===== config.mk =====
export PLATFORM = sky130hd
export DESIGN_NAME = mhpc_dev_flat
export DESIGN_NICKNAME = d
export VERILOG_FILES = /design/src/mhpc_pkg.sv /design/src/mhpc_if.sv /design/src/mhpc_dev.sv /design/src/flat_wrapper.sv
export SDC_FILE = /design/constraint.sdc
export NUM_CORES = 1
export LEC_CHECK = 0
export BUFFER_PORTS_ARGS = -buffer_cell sky130_fd_sc_hd__buf_2
export CAP_MARGIN = 20
export CORE_ASPECT_RATIO = 1.5
export CORE_UTILIZATION = 60
export DETAILED_ROUTE_END_ITERATION = 8
export PLACE_DENSITY = 0.9
export SETUP_SLACK_MARGIN = 0.15
export SLEW_MARGIN = 25
export SYNTH_ARGS = -nofsm -noshare
export SYNTH_HDL_FRONTEND = slang
export SYNTH_SLANG_ARGS = --single-unit

===== constraint.sdc =====
create_clock -name clk -period 2.8 [get_ports clk]
set_clock_uncertainty 0.1 [all_clocks]
set_input_delay 0.28 -clock clk [delete_from_list [all_inputs] [get_ports clk]]
set_output_delay 0.28 -clock clk [all_outputs]
set_load 0.05 [all_outputs]

===== src/mhpc_pkg.sv =====
// Shared constants, types and rule summary for the MAC host port and clocking block
// Contract
// Rx client outputs change on rx byte clock
// Byte clocks 125, 12.5, 1.25 MHz by speed
// Tx client inputs aligned to tx byte clock
// Serial adapter option keeps byte clocks fixed
// Tx clock from system/PHY, rx from PHY
// Host port logic runs on host clock
// Management clock used only when module built
// Reset is asynchronous active low, clears all
// Outputs inactive while reset asserted
// Clock enables honoured only in adapter option
// Enables high at 1G, 1/10, 1/100 otherwise
// Gigabit output mirrors mode register bit 0
// Strobes ignored while select is high
// Host drives 8-bit register address
// Host drives 8-bit write data
// Write strobe stores data into addressed register
// Read strobe returns addressed register contents
// Ready low marks end of each transfer
// Write ready only after data is stored
// Read ready only once read data prepared
// Read data on separate 8-bit output bus
// Data enable low while read data valid
// Adapter option advances only on enabled cycles
// Host holds request until ready, then releases
package mhpc_pkg;
  // Register addresses
  localparam logic [7:0] ADDR_MODE = 8'h00;
  localparam logic [7:0] ADDR_TXCNT = 8'h01;
  localparam logic [7:0] ADDR_TXLAST = 8'h02;
  localparam logic [7:0] ADDR_RXSEED = 8'h03;
  localparam logic [7:0] ADDR_MDCCNT = 8'h04;
  // Mode register fields
  localparam int MODE_GBIT = 0;
  localparam int MODE_ADAPT = 1;
  localparam int MODE_RXEN = 2;
  localparam logic [7:0] MODE_RESET = 8'h00;
  localparam logic [7:0] ZERO8 = 8'h00;
  localparam logic [7:0] ONE8 = 8'h01;
  // Management interface present
  localparam bit MGMT_BUILT = 1'b1;
  // Byte clock half periods in host clocks, ten times apart per speed, then the management clock half period
  localparam logic [8:0] HALF_1G = 9'h004;
  localparam logic [8:0] HALF_100 = 9'h028;
  localparam logic [8:0] HALF_10 = 9'h190;
  localparam logic [8:0] HALF_MDC = 9'h008;
  // Clock enable spacing in byte clocks
  localparam logic [6:0] ENA_100 = 7'h0a;
  localparam logic [6:0] ENA_10 = 7'h64;
  typedef enum logic [1:0] {SPD_1G, SPD_100, SPD_10} mhpc_speed_t;
  typedef enum {ST_IDLE, ST_WRITE, ST_READ, ST_DONE} mhpc_dstate_t;
  typedef enum {H_IDLE, H_WAIT, H_REL} mhpc_hstate_t;
endpackage


===== src/mhpc_if.sv =====
// Interface joining the device end and the host end
`timescale 1ns/100ps
interface mhpc_if;
  logic hcsN;
  logic [7:0] haddr;
  logic [7:0] hdatain;
  logic hwriteN;
  logic hreadN;
  logic hreadyN;
  logic [7:0] hdataout;
  logic hdataoutEnN;
  logic rxmacClk;
  logic txmacClk;
  logic mdc;
  logic txmacClkEn;
  logic rxmacClkEn;
  logic [7:0] txData;
  logic txAvail;
  logic txEof;
  logic [7:0] rxData;
  logic rxValid;
  logic gbitEn;
  modport dev (
    input hcsN, haddr, hdatain, hwriteN, hreadN, rxmacClk, txmacClk, mdc,
    input txmacClkEn, rxmacClkEn, txData, txAvail, txEof,
    output hreadyN, hdataout, hdataoutEnN, rxData, rxValid, gbitEn
  );
  modport host (
    output hcsN, haddr, hdatain, hwriteN, hreadN, rxmacClk, txmacClk, mdc,
    output txmacClkEn, rxmacClkEn, txData, txAvail, txEof,
    input hreadyN, hdataout, hdataoutEnN, rxData, rxValid, gbitEn
  );
endinterface


===== src/mhpc_dev.sv =====
// Device end: host register port, byte clock sampling and client datapath stubs
`timescale 1ns/100ps
module mhpc_dev (
  input wire logic clk,
  input wire logic rst_n,
  mhpc_if.dev bus,
  output logic [7:0] txByte,
  output logic txByteValid,
  output logic txFrameEnd,
  output logic adaptMode
);
  // Link pins sampled from outside the host clock domain
  localparam int NSYNC = 15;
  localparam int I_RX = 0;
  localparam int I_TX = 1;
  localparam int I_MDC = 2;
  localparam int I_RXEN = 3;
  localparam int I_TXEN = 4;
  localparam int I_AV = 5;
  localparam int I_EOF = 6;
  localparam int I_DAT = 7;

  logic [NSYNC-1:0] pinRaw;
  logic [NSYNC-1:0] pinMeta;
  logic [NSYNC-1:0] pinSync;
  logic [2:0] clkPrev;
  logic rxRise;
  logic txRise;
  logic mdcRise;
  logic rxAdvance;
  logic txAdvance;
  mhpc_pkg::mhpc_dstate_t state;
  logic readOp;
  logic [7:0] modeReg;
  logic [7:0] txCount;
  logic [7:0] txLast;
  logic [7:0] rxSeed;
  logic [7:0] rxCount;
  logic [7:0] mdcCount;
  logic [7:0] readMux;
  logic csActive;
  logic strobesIdle;

  assign pinRaw = {bus.txData, bus.txEof, bus.txAvail, bus.txmacClkEn, bus.rxmacClkEn,
                   bus.mdc, bus.txmacClk, bus.rxmacClk};

  // Two flops on every link pin
  always_ff @(posedge clk or negedge rst_n) begin
    if (!rst_n) begin
      pinMeta <= '0;
      pinSync <= '0;
    end else begin
      pinMeta <= pinRaw;
      pinSync <= pinMeta;
    end
  end

  // Previous clock levels for edge finding
  always_ff @(posedge clk or negedge rst_n) begin
    if (!rst_n) begin
      clkPrev <= '0;
    end else begin
      clkPrev <= pinSync[I_MDC:I_RX];
    end
  end

  assign rxRise = pinSync[I_RX] & ~clkPrev[I_RX];
  assign txRise = pinSync[I_TX] & ~clkPrev[I_TX];
  assign mdcRise = pinSync[I_MDC] & ~clkPrev[I_MDC];
  assign adaptMode = modeReg[mhpc_pkg::MODE_ADAPT];

  // Enables only count in adapter mode
  assign rxAdvance = rxRise & (~adaptMode | pinSync[I_RXEN]);
  assign txAdvance = txRise & (~adaptMode | pinSync[I_TXEN]);

  // Select gates both strobes
  assign csActive = ~bus.hcsN;
  assign strobesIdle = bus.hwriteN & bus.hreadN;

  // Host transfer sequencer on the host clock
  always_ff @(posedge clk or negedge rst_n) begin
    if (!rst_n) begin
      state <= mhpc_pkg::ST_IDLE;
      readOp <= 1'b0;
    end else begin
      case (state)
        mhpc_pkg::ST_IDLE: begin
          if (csActive && !bus.hwriteN) begin
            state <= mhpc_pkg::ST_WRITE;
            readOp <= 1'b0;
          end else if (csActive && !bus.hreadN) begin
            state <= mhpc_pkg::ST_READ;
            readOp <= 1'b1;
          end
        end
        mhpc_pkg::ST_WRITE: state <= mhpc_pkg::ST_DONE;
        mhpc_pkg::ST_READ: state <= mhpc_pkg::ST_DONE;
        mhpc_pkg::ST_DONE: begin
          if (strobesIdle || bus.hcsN) begin
            state <= mhpc_pkg::ST_IDLE;
            readOp <= 1'b0;
          end
        end
        default: state <= mhpc_pkg::ST_IDLE;
      endcase
    end
  end

  // Ready after the store or read data load
  assign bus.hreadyN = ~(state == mhpc_pkg::ST_DONE);
  assign bus.hdataoutEnN = ~((state == mhpc_pkg::ST_DONE) & readOp);

  // Register writes
  always_ff @(posedge clk or negedge rst_n) begin
    if (!rst_n) begin
      modeReg <= mhpc_pkg::MODE_RESET;
      rxSeed <= mhpc_pkg::ZERO8;
    end else if (state == mhpc_pkg::ST_WRITE) begin
      case (bus.haddr)
        mhpc_pkg::ADDR_MODE: modeReg <= bus.hdatain;
        mhpc_pkg::ADDR_RXSEED: rxSeed <= bus.hdatain;
        default: ;
      endcase
    end
  end

  // Read selection, unmapped reads as zero
  always_comb begin
    case (bus.haddr)
      mhpc_pkg::ADDR_MODE: readMux = modeReg;
      mhpc_pkg::ADDR_TXCNT: readMux = txCount;
      mhpc_pkg::ADDR_TXLAST: readMux = txLast;
      mhpc_pkg::ADDR_RXSEED: readMux = rxSeed;
      mhpc_pkg::ADDR_MDCCNT: readMux = mdcCount;
      default: readMux = mhpc_pkg::ZERO8;
    endcase
  end

  // Read data loaded on the same edge that asserts ready
  always_ff @(posedge clk or negedge rst_n) begin
    if (!rst_n) begin
      bus.hdataout <= mhpc_pkg::ZERO8;
    end else if (state == mhpc_pkg::ST_READ) begin
      bus.hdataout <= readMux;
    end
  end

  // Gigabit indication mirrors mode bit 0
  assign bus.gbitEn = modeReg[mhpc_pkg::MODE_GBIT];

  // Transmit client byte capture on tx byte clock rise
  always_ff @(posedge clk or negedge rst_n) begin
    if (!rst_n) begin
      txCount <= mhpc_pkg::ZERO8;
      txLast <= mhpc_pkg::ZERO8;
      txByte <= mhpc_pkg::ZERO8;
      txByteValid <= 1'b0;
      txFrameEnd <= 1'b0;
    end else begin
      txByteValid <= 1'b0;
      txFrameEnd <= 1'b0;
      if (txAdvance && pinSync[I_AV]) begin
        txByte <= pinSync[I_DAT +: 8];
        txLast <= pinSync[I_DAT +: 8];
        txCount <= txCount + mhpc_pkg::ONE8;
        txByteValid <= 1'b1;
        txFrameEnd <= pinSync[I_EOF];
      end
    end
  end

  // Receive client outputs change only at rx byte clock rise
  always_ff @(posedge clk or negedge rst_n) begin
    if (!rst_n) begin
      rxCount <= mhpc_pkg::ZERO8;
      bus.rxData <= mhpc_pkg::ZERO8;
      bus.rxValid <= 1'b0;
    end else if (rxAdvance) begin
      bus.rxValid <= modeReg[mhpc_pkg::MODE_RXEN];
      bus.rxData <= rxSeed + rxCount;
      if (modeReg[mhpc_pkg::MODE_RXEN]) begin
        rxCount <= rxCount + mhpc_pkg::ONE8;
      end
    end
  end

  // Management clock edge count, idle when module absent
  always_ff @(posedge clk or negedge rst_n) begin
    if (!rst_n) begin
      mdcCount <= mhpc_pkg::ZERO8;
    end else if (mhpc_pkg::MGMT_BUILT && mdcRise) begin
      mdcCount <= mdcCount + mhpc_pkg::ONE8;
    end
  end
endmodule


===== src/flat_wrapper.sv =====
// flat-port wrapper written by rule: the top's interface ports become plain ports
module mhpc_dev_flat 
  (clk, rst_n, txByte, txByteValid, txFrameEnd, adaptMode, bus_hcsN, bus_haddr, bus_hdatain, bus_hwriteN, bus_hreadN, bus_rxmacClk, bus_txmacClk, bus_mdc, bus_txmacClkEn, bus_rxmacClkEn, bus_txData, bus_txAvail, bus_txEof, bus_hreadyN, bus_hdataout, bus_hdataoutEnN, bus_rxData, bus_rxValid, bus_gbitEn);
  mhpc_if bus_i ();
  input wire logic clk;
  input wire logic rst_n;
  output logic [7:0] txByte;
  output logic txByteValid;
  output logic txFrameEnd;
  output logic adaptMode;
  input wire logic [$bits(bus_i.hcsN)-1:0] bus_hcsN;
  input wire logic [$bits(bus_i.haddr)-1:0] bus_haddr;
  input wire logic [$bits(bus_i.hdatain)-1:0] bus_hdatain;
  input wire logic [$bits(bus_i.hwriteN)-1:0] bus_hwriteN;
  input wire logic [$bits(bus_i.hreadN)-1:0] bus_hreadN;
  input wire logic [$bits(bus_i.rxmacClk)-1:0] bus_rxmacClk;
  input wire logic [$bits(bus_i.txmacClk)-1:0] bus_txmacClk;
  input wire logic [$bits(bus_i.mdc)-1:0] bus_mdc;
  input wire logic [$bits(bus_i.txmacClkEn)-1:0] bus_txmacClkEn;
  input wire logic [$bits(bus_i.rxmacClkEn)-1:0] bus_rxmacClkEn;
  input wire logic [$bits(bus_i.txData)-1:0] bus_txData;
  input wire logic [$bits(bus_i.txAvail)-1:0] bus_txAvail;
  input wire logic [$bits(bus_i.txEof)-1:0] bus_txEof;
  output wire logic [$bits(bus_i.hreadyN)-1:0] bus_hreadyN;
  output wire logic [$bits(bus_i.hdataout)-1:0] bus_hdataout;
  output wire logic [$bits(bus_i.hdataoutEnN)-1:0] bus_hdataoutEnN;
  output wire logic [$bits(bus_i.rxData)-1:0] bus_rxData;
  output wire logic [$bits(bus_i.rxValid)-1:0] bus_rxValid;
  output wire logic [$bits(bus_i.gbitEn)-1:0] bus_gbitEn;
  assign bus_i.hcsN = bus_hcsN;
  assign bus_i.haddr = bus_haddr;
  assign bus_i.hdatain = bus_hdatain;
  assign bus_i.hwriteN = bus_hwriteN;
  assign bus_i.hreadN = bus_hreadN;
  assign bus_i.rxmacClk = bus_rxmacClk;
  assign bus_i.txmacClk = bus_txmacClk;
  assign bus_i.mdc = bus_mdc;
  assign bus_i.txmacClkEn = bus_txmacClkEn;
  assign bus_i.rxmacClkEn = bus_rxmacClkEn;
  assign bus_i.txData = bus_txData;
  assign bus_i.txAvail = bus_txAvail;
  assign bus_i.txEof = bus_txEof;
  assign bus_hreadyN = bus_i.hreadyN;
  assign bus_hdataout = bus_i.hdataout;
  assign bus_hdataoutEnN = bus_i.hdataoutEnN;
  assign bus_rxData = bus_i.rxData;
  assign bus_rxValid = bus_i.rxValid;
  assign bus_gbitEn = bus_i.gbitEn;
  mhpc_dev u_core (.clk(clk), .rst_n(rst_n), .bus(bus_i), .txByte(txByte), .txByteValid(txByteValid), .txFrameEnd(txFrameEnd), .adaptMode(adaptMode));
endmodule

[Yosys cells after proc, flatten, opt, wreduce, memory -nomap -nowiden]
Index checks and enable logic that the tools add are counted.
Word-level totals
  word-level logic and storage cells: 74
  output and inout port bits: 31
  bits in registers: 133
  input bits: 36
Cells by class
  $add $sub $neg: 4
  reductions and logical operators: 15
  muxes and demuxes: 11
  bitwise logic cells: 16
  equality and inequality tests: 12
Operators by type and width (count)
  equality test 32 x 2 -> 1 bit (second input constant): 3
  two-way mux 32 bit: 3
  one-hot mux 32 bit (3 select lines): 1
  equality test 32 x 3 -> 1 bit (second input constant): 2
  one-hot mux 8 bit (5 select lines): 1
  equality test 32 x 1 -> 1 bit (second input constant): 1
  zero test 32 bit: 1
  adder 8 x 1 -> 8 bit (second input constant): 3
  equality test 8 x 2 -> 1 bit (second input constant): 2
  adder 8 bit: 1
  equality test 8 x 1 -> 1 bit (second input constant): 1
  equality test 8 x 3 -> 1 bit (second input constant): 1
  zero test 8 bit: 1
  AND reduction 2 bit: 4
  AND 1 bit: 7
  NOT 1 bit: 7
  two-way mux 1 bit: 5
  logical AND 1 bit: 3
  != test 3 x 1 -> 1 bit (second input constant): 1
  AND reduction 3 bit: 1
  zero test 1 bit: 2
  != test 2 x 1 -> 1 bit (second input constant): 1
  bitwise OR 1 bit: 2
  one-hot mux 1 bit (2 select lines): 1
  other kinds (3): 3

[Longest topological paths before layout]
Gate-level depths: netlist (run 1).
  depth in word-level cells: 5
  gate-level depth with buffers: 8
  depth with buffers taken out: 8

[Least setup slack after synthesis (run 1)]
OpenSTA, ideal clock, no wires.
  path type: flip-flop to flip-flop
  from: reg u_core.modeReg[1]
  to: reg u_core.txByte[5]
  arrival: 1.724 ns
  clock period less this slack: 1.949 ns
  path buffers: 1
  required time: 2.575 ns
  setup time: 0.125 ns
  setup slack: 0.851 ns
  stages on the path, launching flop included: 5
  path through: dfrtp_1 -> nor2b_1 -> nor3_2 -> buf_2 -> mux2_2
Between the ends
  longest elaborated chain between the ends: 4
Ends and longest elaborated chain
  start: declaration: line mhpc_dev.sv:34  | logic [7:0] modeReg;
  start signal: assignment: line mhpc_dev.sv:116  | modeReg <= mhpc_pkg::MODE_RESET;
  start signal: assignment: line mhpc_dev.sv:120  | mhpc_pkg::ADDR_MODE: modeReg <= bus.hdatain;
  NOT 1 bit: line mhpc_dev.sv:74  | assign txAdvance = txRise & (~adaptMode | pinSync[I_TXEN]);
  bitwise OR 1 bit: line mhpc_dev.sv:74
  AND 1 bit: line mhpc_dev.sv:74
  logical AND 1 bit: line mhpc_dev.sv:162  | if (txAdvance && pinSync[I_AV]) begin
  end signal: assignment: line mhpc_dev.sv:156  | txByte <= mhpc_pkg::ZERO8;
  end signal: assignment: line mhpc_dev.sv:163  | txByte <= pinSync[I_DAT +: 8];
  end: declaration: line mhpc_dev.sv:7  | output logic [7:0] txByte,
No other way between the ends.
A chain may end at the register's enable or synchronous reset.

[Final worst setup path (run 1)]
  from: reg u_core.rxCount[0]
  to: reg u_core.bus.rxData[6]
Between the ends
  longest elaborated chain between the ends: 1
Ends and longest elaborated chain
  start: declaration: line mhpc_dev.sv:38  | logic [7:0] rxCount;
  start signal: assignment: line mhpc_dev.sv:175  | rxCount <= mhpc_pkg::ZERO8;
  start signal: assignment: line mhpc_dev.sv:182  | rxCount <= rxCount + mhpc_pkg::ONE8;
  adder 8 bit: line mhpc_dev.sv:180  | bus.rxData <= rxSeed + rxCount;
  end signal: assignment: line mhpc_dev.sv:176  | bus.rxData <= mhpc_pkg::ZERO8;
  end signal: assignment: line mhpc_dev.sv:180
  end: declaration: line mhpc_if.sv:26  | output hreadyN, hdataout, hdataoutEnN, rxData, rxValid, gbitEn
No other way between the ends.

==> results of run 1 <==
==> metrics by stage <==
step / std cells / util / setup slack, ns
2_1_floorplan: 330 / - / 0.8509
3_3_place_gp: 466 / 0.6818 / 0.7536
3_5_place_dp: 466 / 0.6818 / 0.7028
4_1_cts: 498 / 0.7359 / 0.7244
5_1_grt: 498 / 0.7359 / 0.5858
6_report: 498 / 0.7359 / 0.7530
==> synth_stat cells (8+ instances only) <==
cell / n
dfrtp_1: 103
mux2_2: 26
nor2_1: 20
nand2_1: 19
xnor2_1: 17
mux2i_1: 16
ha_1: 14
a21oi_1: 13
o21ai_0: 10
xor2_1: 9
a22oi_1: 8
o22ai_1: 8
==> repair_timing <==
item                      in CTS  in global routing
hold endpoints to repair      66                  0
hold buffers                  16                  0
buffers inserted               0                  0
==> final cells by class <==
type	instances	area [um^2]	share of cell area
clock buffers	10	137.6	0.02711
flip-flops and latches	103	2577	0.5078
clock inverters	6	75.07	0.01479
inverters	6	22.52	0.004437
well taps	78	97.59	0.01923
multi-input cells	211	1645	0.3241
repair buffers	84	520.5	0.1025
==> worst paths after layout <==
kind,startpoint,to,slack [ns],cells past startpoint
max,u_core.rxCount[0],u_core.bus.rxData[6],0.75,7
min,bus_hdatain[1],u_core.modeReg[1],0.07,2
max reg2reg,u_core.rxCount[0],u_core.bus.rxData[6],0.75,7
min reg2reg,u_core.pinMeta[9],u_core.pinSync[9],0.25,0
max in group asynchronous,rst_n,u_core.txCount[1],1.53,3
min in group asynchronous,rst_n,u_core.bus.rxValid,0.38,2
==> report_power, final <==
part / switching, mW / internal, mW / total, mW
Clock: 0.521 / 0.452 / 0.972
Sequential: 0.204 / 1.73 / 1.93
Combinational: 0.786 / 0.375 / 1.16
==> per-layer routing <==
metal	vias to the layer above	routed length, um
li1	1324	-
met1	1376	3254
met2	77	4314
met3	17	274
met4	0	242
met5	-	0
==> flip-flops by register name (all words and copies together) (netlist names), 2 cells and up <==
register / cells
u_core.clkPrev: 3
u_core.state: 2
u_core.txByte: 8
u_core.bus.rxData: 8
u_core.txCount: 8
u_core.rxCount: 8
u_core.rxSeed: 8
u_core.modeReg: 8
u_core.mdcCount: 8
u_core.pinSync: 15
u_core.bus.hdataout: 8
u_core.pinMeta: 15
==> cells by family (layout without fill, tap and decap cells) <==
family                   after synthesis  after routing  share of synthesized area
AO/OA/AOI/OAI                         49             49                    0.07027
XOR/XNOR                              26             26                    0.05306
flip-flops                           103            103                     0.6006
adder cells (fa/ha/maj)               15             15                    0.04548
AND/OR/NAND/NOR                       78             78                     0.1064
buffers and inverters                 16            106                    0.01604
multiplexers                          43             43                     0.1082
==> results_tabular.tex, run 1 <==
\begin{tabular}{lr}
\hline
Metric & Value \\
\hline
\multicolumn{2}{l}{\textbf{Place}} \\
IO Port Bufs & 66 \\
Placer congestion estimate & 0.8860 \\
Hpwl dp & 5860 um \\
Area after DPL & 4703 um\^{}2 \\
\multicolumn{2}{l}{\textbf{Logic synthesis}} \\
Synthesis-stage register bit count & 103 \\
Seq/Total Area, Yosys & 0.6006 \\
Count of cell types in the netlist & 44 \\
Mapped Nets & 381 \\
Cell taking the most area after synthesis & dfrtp\_1 \\
Most frequently used flop master after synthesis & dfrtp\_1 \\
Area fraction of the dominant cell type after synthesis & 0.6006 \\
Average cell area after synthesis & 13.00 um\^{}2 \\
Synth Instances & 330 \\
Share of synthesized registers carrying an async set or reset & 1.000 \\
Post-synth EDFFs & 0 \\
Area of the mapped netlist & 4292 um\^{}2 \\
Synth area leaders & dfrtp\_1, mux2\_2, ha\_1 \\
Warning count from the yosys run & 0 \\
\multicolumn{2}{l}{\textbf{Critical path}} \\
Data arrival time of the worst path & 2.19 ns \\
Crit start category & flop \\
Maximum single-stage delay on the critical path & 0.43 ns \\
Critical path, cell by cell & ha\_1, inv\_1, fa\_1, nor2b\_1, o31a\_1, o21ai\_0, o311ai\_0 \\
Family with the most delay on the worst path & compound AO/OA/AOI/OAI gates \\
Worst-path cell with the longest stage delay & dfrtp\_1 \\
Crit path kind & flop to flop \\
Crit path max fanout & 4 \\
Crit path buf inv count & 1 \\
Sort of element at the end of the critical path & flop \\
WP data required & 2.94 ns \\
\multicolumn{2}{l}{\textbf{Clocking}} \\
Post-cts sizing count & 0 \\
Buffer levels on the longest clock path & 2 \\
Clock sinks & 103 \\
Root buf cell & clkbuf\_8 \\
Clock slew at the register clock pins of the worst setup and hold paths & 0.10 ns \\
Insertion delay of the later-clocked pin in the worst-skew pair & 0.37 ns \\
Number of H-tree levels & 3 \\
CTS tree & yes \\
Total CTS buffers & 9 \\
\multicolumn{2}{l}{\textbf{Timing}} \\
Worst hold slack across all endpoints & 0.06639 ns \\
Pins over their slew limit & 0 \\
Unrepaired setup endpoints after global routing & false \\
Tcrit/Tclk final & 0.7311 \\
Max transition margin & 0.5575 \\
Slew at the pin closest to its max-slew limit & 0.6638 ns \\
Count of endpoints failing setup in the final report & 0 \\
Min Tclk post-route & 2.047 ns \\
Setup TNS & 0 ns \\
Maximum operating frequency & 488.5 MHz \\
Hold Fails Final Rpt & 0 \\
\multicolumn{2}{l}{\textbf{Routing}} \\
Detail-routed via count per cell & 5.610 \\
Starting DRT DRC Count & 148 \\
Router iterations before antenna repair & 8 \\
Antenna Violating Nets Remaining & 0 \\
Final routed DRC violation total & 3 \\
Total wire length after detailed routing & 8086 um \\
Average wire per standard cell & 16.24 um \\
Vias after detailed routing & 2,794 \\
\multicolumn{2}{l}{\textbf{Cells and area}} \\
Ratio of cells with drive above 1 in the final layout & 0.2786 \\
\# nets final & 466 \\
Post-route cell area & 5076 um\^{}2 \\
Area added between synthesis and finish & 18.28\% \\
Antenna cells & 0 \\
Most common cell after layout, fill and taps aside & dfrtp\_1 \\
Number of fill cells in the layout & 434 \\
Leading cell types in the layout, fill and taps excluded & dfrtp\_1, buf\_2, mux2\_2, nor2\_1, nand2\_1 \\
\multicolumn{2}{l}{\textbf{Pwr}} \\
Power density over the cells & 801.0 nW/um\^{}2 \\
Highest ir drop seen on vdd & 508.6 uV \\
Total leakage power & 2.536 nW \\
Power, Total & 4.066 mW \\
\multicolumn{2}{l}{\textbf{Die}} \\
Starting density of the core & 0.6222 \\
Chip height & 105.6 um \\
I/O pin total & 67 \\
Number of standard-cell rows in the floorplan & 37 \\
Placeable core area & 6898 um\^{}2 \\
Die area & 7502 um\^{}2 \\
Die Span X & 71.06 um \\
\multicolumn{2}{l}{\textbf{GRT}} \\
Met3 demand-to-capacity share in global routing & 0.04971 \\
Global routing met2 resource utilization & 0.4162 \\
Total gr overflow & 0 \\
Initial antenna violation count & 0 \\
First-pass GRT wire length & 13,320 um \\
Number of global-route vias before repair & 2,837 \\
Met1 Usage GRT & 0.2778 \\
Overall track demand over capacity in global routing & 0.2376 \\
Most Used Layer, Global Route & met2 \\
Maximum number of pins on one net before global-route repair & 53 \\
\multicolumn{2}{l}{\textbf{Flow run}} \\
Max-capacitance violation count & 0 \\
\multicolumn{2}{l}{\textbf{Worst hold path}} \\
Hold WC Path Type & input pin to flop \\
\multicolumn{2}{l}{\textbf{Run status}} \\
Violations in the final reports & design-rule violations \\
Outcome & finished with violations \\
\hline
\end{tabular}
Power figures use the tool's default switching activity.
==> run 2: changes to the inputs <==
CORE_UTILIZATION = 56   (was 60)
PLACE_DENSITY = 0.85   (was 0.9)
clock period = 1.95 ns   (was 2.8 ns; I/O delays follow)
==> run 2 against run 1 <==
Compared with the run above: the run now ends clean; sequential share of layout area fell by 2.8 points; utilization fell by 0.076 points; clock power rose by 54%; register-to-register slack got worse by 0.62 ns; worst setup slack got worse by 0.62 ns; maximum frequency rose by 13%; worst hold slack got worse by 0.063 ns; non-clock buffer count rose by 22; clock-buffer cell count fell by 1; global-route usage fell by 0.87 points; power rose by 48%; cell area rose by 6.0%.
==> results_tabular.tex, run 2 (synthesized netlist as in run 1, its figures left out) <==
\begin{tabular}{lr}
\hline
Metric & Value \\
\hline
\multicolumn{2}{l}{\textbf{Pwr}} \\
Clock group share of total power & 0.249 (+0.010) \\
Sequential Power Share & 0.461 (-0.014) \\
Part of the power in combinational logic & 0.291 (+0.005) \\
Cell-internal power & 3.817 mW (+49\%) \\
Switching power summed over all nets & 2.217 mW (+47\%) \\
Highest ir drop seen on vdd & 915.6 uV (+80\%) \\
Power density over the cells & 1121 nW/um\^{}2 (+40\%) \\
Total leakage power & 2.650 nW (+4.5\%) \\
Switching part of the total power & 0.3674 (-0.004145) \\
\multicolumn{2}{l}{\textbf{Cells and area}} \\
Antenna cells & 0 (unchanged) \\
Post-route cell area & 5383 um\^{}2 (+6.0\%) \\
Number of fill cells in the layout & 508 (+17\%) \\
Ratio of cells with drive above 1 in the final layout & 0.3303 (+0.05175) \\
Leading cell types in the layout, fill and taps excluded & dfrtp\_1, buf\_2, mux2\_2, dlygate4sd3\_1, nor2\_1 \\
Finished Core Util & 0.7351 (-0.0007640) \\
Area added between synthesis and finish & 25.42\% \\
Biggest registers after layout & u\_core.pinMeta (15), u\_core.pinSync (15) \\
Most common cell after layout, fill and taps aside & dfrtp\_1 \\
Area taken by flip-flops and latches & 2580 um\^{}2 (about the same) \\
Combined area of the multi-input logic cells & 1700 um\^{}2 (+3.3\%) \\
\# nets final & 488 (+4.7\%) \\
Finished Layout Cells & 542 (+8.8\%) \\
\multicolumn{2}{l}{\textbf{Die}} \\
Chip height & 109.2 um (+3.4\%) \\
Die Span X & 73.48 um (+3.4\%) \\
Number of standard-cell rows in the floorplan & 38 (+2.7\%) \\
Die area & 8025 um\^{}2 (+7.0\%) \\
I/O pin total & 67 (unchanged) \\
Starting density of the core & 0.5861 (-0.03604) \\
Placeable core area & 7322 um\^{}2 (+6.1\%) \\
\multicolumn{2}{l}{\textbf{Worst hold path}} \\
Launch instance of the worst min-delay path & bus\_hdatain[1] \\
WHS Endpoint & u\_core.modeReg[1] \\
Hold WC Path Type & input pin to flop \\
Number of cells on the worst hold path & 2 (unchanged) \\
\multicolumn{2}{l}{\textbf{Flow run}} \\
Max-capacitance violation count & 0 (unchanged) \\
\multicolumn{2}{l}{\textbf{Place}} \\
Dpl ws & -0.02657 ns (-0.7294 ns) \\
Hpwl dp & 5811 um (-0.82\%) \\
Placed insts & 493 (+5.8\%) \\
Placer congestion estimate & 0.9160 (+3.4\%) \\
IO Port Bufs & 66 (unchanged) \\
Area after DPL & 4782 um\^{}2 (+1.7\%) \\
\multicolumn{2}{l}{\textbf{Critical path}} \\
Endpoint of the most critical register-to-register path & u\_core.bus.rxData[6] \\
Crit start category & flop \\
RR Startpoint & u\_core.rxCount[0] \\
WP data required & 2.13 ns (-0.81 ns) \\
Crit path max fanout & 2 (-2) \\
Sort of element at the end of the critical path & flop \\
Crit path kind & flop to flop \\
Flop2flop setup slack & 0.14 ns (-0.62 ns) \\
Data arrival time of the worst path & 1.99 ns (-0.20 ns) \\
R2r worst-path depth & 7 (unchanged) \\
\multicolumn{2}{l}{\textbf{Routing}} \\
Average wire per standard cell & 15.92 um (-2.0\%) \\
Total wire length after detailed routing & 8626 um (+6.7\%) \\
Starting DRT DRC Count & 162 (+9.5\%) \\
Vias after detailed routing & 2,883 (+3.2\%) \\
Detail-routed via count per cell & 5.319 (-5.2\%) \\
Router iterations before antenna repair & 4 (-4) \\
Final routed DRC violation total & 0 (-3) \\
Antenna Violating Nets Remaining & 0 (unchanged) \\
\multicolumn{2}{l}{\textbf{Clocking}} \\
Buffer levels on the longest clock path & 2 (unchanged) \\
Number of H-tree levels & 3 (unchanged) \\
Insertion delay of the later-clocked pin in the worst-skew pair & 0.38 ns (about the same) \\
Clock sinks & 103 (unchanged) \\
Clock slew at the register clock pins of the worst setup and hold paths & 0.09 ns (about the same) \\
Total CTS buffers & 9 (unchanged) \\
Root buf cell & clkbuf\_8 \\
CTS tree & yes \\
\multicolumn{2}{l}{\textbf{Timing}} \\
Count of endpoints failing setup in the final report & 0 (unchanged) \\
Maximum operating frequency & 551.8 MHz (+13\%) \\
Slew at the pin closest to its max-slew limit & 0.5092 ns (-0.1546 ns) \\
Pins over their slew limit & 0 (unchanged) \\
Min Tclk post-route & 1.812 ns (-0.2349 ns) \\
Setup TNS & 0 ns (unchanged) \\
Max transition margin & 0.6605 (+0.1031) \\
Hold Fails Final Rpt & 0 (unchanged) \\
Unrepaired setup endpoints after global routing & true \\
Slack of the critical path & 0.1379 ns (-0.6151 ns) \\
Tcrit/Tclk final & 0.9293 (+0.1982) \\
\multicolumn{2}{l}{\textbf{GRT}} \\
Overall track demand over capacity in global routing & 0.2289 (-0.008716) \\
First-pass GRT wire length & 13,390 um (+0.47\%) \\
Initial antenna violation count & 0 (unchanged) \\
Maximum number of pins on one net before global-route repair & 45 (-15\%) \\
Number of global-route vias before repair & 2,877 (+1.4\%) \\
Total gr overflow & 0 (unchanged) \\
\multicolumn{2}{l}{\textbf{Run status}} \\
Outcome & completed \\
\hline
\end{tabular}
run 2: cell type report:
type / count / area share
Sequential cell: 103 / 0.4793
Multi-Input combinational cell: 211 / 0.3159
Tap cell: 100 / 0.02325
Clock buffer: 9 / 0.02301
Inverter: 6 / 0.004184
Clock inverter: 7 / 0.01929
Timing Repair Buffer: 106 / 0.1351
run 2: worst max-delay path by stage:
| stage | startpoint | slack (ns) | to |
|---|---|---|---|
| 2_1_floorplan | bus_haddr[4] | 0.15 | u_core.rxSeed[0] |
| 3_3_place_gp | bus_haddr[4] | 0.07 | u_core.rxSeed[5] |
| 3_5_place_dp | u_core.rxSeed[0] | -0.03 | u_core.bus.rxData[6] |
| 4_1_cts | u_core.rxCount[0] | 0.12 | u_core.bus.rxData[6] |
| 5_1_grt | u_core.rxCount[0] | 0.06 | u_core.bus.rxData[6] |
| 6_report | u_core.rxCount[0] | 0.14 | u_core.bus.rxData[6] |
run 2: power groups by stage:
stage,Sequential (mW),Combinational [mW],Clock (mW)
after floorplan,3.24,0.725,0
after global placement,2.78,1.58,0
after detailed placement,2.81,1.65,0
after CTS,2.77,1.71,1.52
after global routing,2.83,1.90,1.63
final,2.78,1.75,1.50
run 2: metrics by stage:
| step | hold WS [ns] | power [mW] |
|---|---|---|
| floorplan | -0.2006 | 3.967 |
| global placement | 0.04068 | 4.362 |
| detailed placement | 0.04228 | 4.461 |
| CTS | 0.001670 | 6.000 |
| global route | 0.0007993 | 6.361 |
| finish | 0.003844 | 6.034 |
run 2: critical path: stages (launching register included):
cell and delay (ns):
dfrtp_1 0.37, ha_2 0.19, inv_2 0.04, fa_2 0.37
nor2b_2 0.15, o31a_1 0.19, o21ai_2 0.09, o311ai_2 0.22
run 2: per-layer routing:
| layer | GRT usage | part of all wire |
|---|---|---|
| met1 | 0.2628 | 0.40 |
| met2 | 0.3748 | 0.52 |
| met3 | 0.05915 | 0.032 |
| met4 | 0.1470 | 0.052 |
| met5 | 0 | 0 |
run 2: what timing repair did:
| item | 4_1_cts | 5_1_grt |
|---|---|---|
| setup endpoints to repair | 1 | 7 |
| hold buffers | 23 | 0 |
| gates cloned | 0 | 1 |
| endpoints found under the hold margin | 78 | 0 |
| buffers inserted | 1 | 8 |
| resized for setup | 4 | 14 |
| pin swaps | 2 | 6 |
==> run 3: changes to the inputs <==
CORE_UTILIZATION = 35   (was 56)
PLACE_DENSITY = 0.6   (was 0.85)
clock period = 2 ns   (was 1.95 ns; I/O delays follow)
==> run 3 against run 2 <==
Compared with the run above: worst hold slack better by 0.013 ns; clock power is 35% higher; highest routed layer unchanged; sequential share of layout area is 0.32 points lower; utilization is 28 points lower; maximum frequency is 3.2% higher; cell count is 7.4% higher; register-to-register slack better by 0.11 ns; worst setup slack better by 0.11 ns; sequential power is 3% lower; critical endpoint is now u_core.bus.rxData[5].
==> results_tabular.tex, run 3 (synthesized netlist as in run 1, its figures left out) <==
\begin{tabular}{lr}
\hline
Metric & Value \\
\hline
\multicolumn{2}{l}{\textbf{Run status}} \\
Outcome & completed \\
\multicolumn{2}{l}{\textbf{Clocking}} \\
Buffer levels on the longest clock path & 2 (unchanged) \\
Total CTS buffers & 9 (unchanged) \\
Number of H-tree levels & 3 (unchanged) \\
Root buf cell & clkbuf\_16 \\
CTS tree & yes \\
Clock slew at the register clock pins of the worst setup and hold paths & 0.07 ns (-0.02 ns) \\
Clock sinks & 103 (unchanged) \\
Insertion delay of the later-clocked pin in the worst-skew pair & 0.34 ns (-0.04 ns) \\
\multicolumn{2}{l}{\textbf{Routing}} \\
Starting DRT DRC Count & 114 (-30\%) \\
Metal2 WL & 4610 um (+2.6\%) \\
Met3 WL & 224 um (-18\%) \\
Average wire per standard cell & 14.48 um (-9.0\%) \\
Final routed DRC violation total & 0 (unchanged) \\
Antenna Violating Nets Remaining & 0 (unchanged) \\
Vias after detailed routing & 2,802 (-2.8\%) \\
Detail-routed via count per cell & 4.814 (-9.5\%) \\
Router iterations before antenna repair & 4 (unchanged) \\
Top layer used by detailed routing & met4 \\
Total wire length after detailed routing & 8428 um (-2.3\%) \\
Met1 wire length & 3403 um (-0.18\%) \\
\multicolumn{2}{l}{\textbf{Cells and area}} \\
Antenna cells & 0 (unchanged) \\
Area added between synthesis and finish & 26.21\% \\
Finished Layout Cells & 582 (+7.4\%) \\
Ratio of cells with drive above 1 in the final layout & 0.3077 (-0.02262) \\
Leading cell types in the layout, fill and taps excluded & dfrtp\_1, buf\_2, mux2\_2, nor2\_1, nand2\_1 \\
Combined area of the multi-input logic cells & 1669 um\^{}2 (-1.8\%) \\
Number of fill cells in the layout & 1,099 (+120\%) \\
Biggest registers after layout & u\_core.pinMeta (15), u\_core.pinSync (15) \\
\# nets final & 475 (-2.7\%) \\
Area taken by flip-flops and latches & 2579 um\^{}2 (about the same) \\
Most common cell after layout, fill and taps aside & dfrtp\_1 \\
\multicolumn{2}{l}{\textbf{Timing}} \\
Worst hold slack across all endpoints & 0.01668 ns (+0.01284 ns) \\
Hold Fails Final Rpt & 0 (unchanged) \\
Count of endpoints failing setup in the final report & 0 (unchanged) \\
Maximum operating frequency & 569.7 MHz (+3.2\%) \\
Min Tclk post-route & 1.755 ns (-0.05670 ns) \\
Slew at the pin closest to its max-slew limit & 0.5560 ns (+0.04685 ns) \\
Pins over their slew limit & 0 (unchanged) \\
Unrepaired setup endpoints after global routing & true \\
Setup TNS & 0 ns (unchanged) \\
Tcrit/Tclk final & 0.8777 (-0.05158) \\
Max transition margin & 0.6293 (-0.03123) \\
\multicolumn{2}{l}{\textbf{Die}} \\
Number of standard-cell rows in the floorplan & 49 (+29\%) \\
Placeable core area & 11,960 um\^{}2 (+63\%) \\
Chip height & 137.6 um (+26\%) \\
I/O pin total & 67 (unchanged) \\
Die area & 12,720 um\^{}2 (+58\%) \\
Starting density of the core & 0.3590 (-0.2272) \\
Die Span X & 92.41 um (+26\%) \\
\multicolumn{2}{l}{\textbf{Pwr}} \\
Sequential Power Share & 0.425 (-0.036) \\
Switching power summed over all nets & 2.101 mW (-5.2\%) \\
Highest ir drop seen on vdd & 557.1 uV (-39\%) \\
Switching part of the total power & 0.3318 (-0.03561) \\
Clock group share of total power & 0.319 (+0.070) \\
Part of the power in combinational logic & 0.256 (-0.035) \\
Total leakage power & 2.646 nW (-0.14\%) \\
Power density over the cells & 1169 nW/um\^{}2 (+4.3\%) \\
Cell-internal power & 4.231 mW (+11\%) \\
\multicolumn{2}{l}{\textbf{GRT}} \\
Maximum number of pins on one net before global-route repair & 44 (-2.2\%) \\
Initial antenna violation count & 0 (unchanged) \\
First-pass GRT wire length & 13,740 um (+2.7\%) \\
Total gr overflow & 0 (unchanged) \\
Number of global-route vias before repair & 2,848 (-1.0\%) \\
Overall track demand over capacity in global routing & 0.1431 (-0.08580) \\
\multicolumn{2}{l}{\textbf{Critical path}} \\
Crit path max fanout & 4 (+2) \\
Crit start category & flop \\
Maximum single-stage delay on the critical path & 0.45 ns (+0.08 ns) \\
Family with the most delay on the worst path & compound AO/OA/AOI/OAI gates \\
Critical path, cell by cell & ha\_4, a21oi\_1, nand2\_1, a31oi\_1, xor2\_1, o21ai\_0 \\
Worst-path cell with the longest stage delay & dfrtp\_1 \\
Crit path kind & flop to flop \\
Sort of element at the end of the critical path & flop \\
WP data required & 2.12 ns (about the same) \\
Crit path buf inv count & 0 (-1) \\
Data arrival time of the worst path & 1.88 ns (-0.11 ns) \\
\multicolumn{2}{l}{\textbf{Flow run}} \\
Max-capacitance violation count & 0 (unchanged) \\
\multicolumn{2}{l}{\textbf{Place}} \\
Placer congestion estimate & 0.8089 (-12\%) \\
Hpwl dp & 6265 um (+7.8\%) \\
Placed insts & 549 (+11\%) \\
IO Port Bufs & 66 (unchanged) \\
\multicolumn{2}{l}{\textbf{Worst hold path}} \\
Hold WC Path Type & input pin to flop \\
\hline
\end{tabular}
## run 3: stage by stage
step,instance area [um^2],utilization,worst slack (ns),power [mW]
2_1_floorplan,4293,-,0.1936,3.867
3_3_place_gp,4871,0.4074,0.08249,4.294
3_5_place_dp,4871,0.4074,0.01017,4.342
4_1_cts,5398,0.4515,0.1558,6.421
5_1_grt,5416,0.4531,0.1291,6.699
6_report,5416,0.4531,0.2446,6.332
## run 3: power by group through the flow
stage	registers, mW	clock network [mW]	logic, mW
floorplan	3.16	0	0.706
finish	2.69	2.02	1.62
global placement	2.72	0	1.58
global route	2.75	2.17	1.79
CTS	2.70	2.08	1.64
detailed placement	2.73	0	1.61
## run 3: layout make-up
| class | count | share of cell area |
|---|---|---|
| clock buffer | 10 | 0.04412 |
| clock inverter | 6 | 0.02125 |
| inverter | 6 | 0.004158 |
| multi-input combinational | 211 | 0.3082 |
| sequential | 103 | 0.4761 |
| tap | 153 | 0.03534 |
| timing repair buffer | 93 | 0.1109 |
## run 3: per-layer routing
metal,global-route usage,up-vias
li1,-,1351
met1,0.1571,1388
met2,0.2609,49
met3,0.02870,14
met4,0.07031,0
met5,0,-
## run 3: worst paths after layout
path / startpoint / end / slack [ns] / depth (start not counted)
max: u_core.rxCount[2] / u_core.bus.rxData[5] / 0.24 / 6
min: bus_hdatain[2] / u_core.modeReg[2] / 0.02 / 2
max reg2reg: u_core.rxCount[2] / u_core.bus.rxData[5] / 0.24 / 6
min reg2reg: u_core.pinMeta[12] / u_core.pinSync[12] / 0.25 / 0
max in group asynchronous: rst_n / u_core.txByte[4] / 0.89 / 3
min in group asynchronous: rst_n / u_core.pinSync[1] / 0.30 / 2
## run 3: repair_timing
item / 4_1_cts / 5_1_grt
pin swaps: 2 / 3
hold endpoints to repair: 54 / 0
gates resized for setup: 4 / 3
setup endpoints to repair: 1 / 4
hold buffers: 16 / 0
setup buffers: 1 / 0
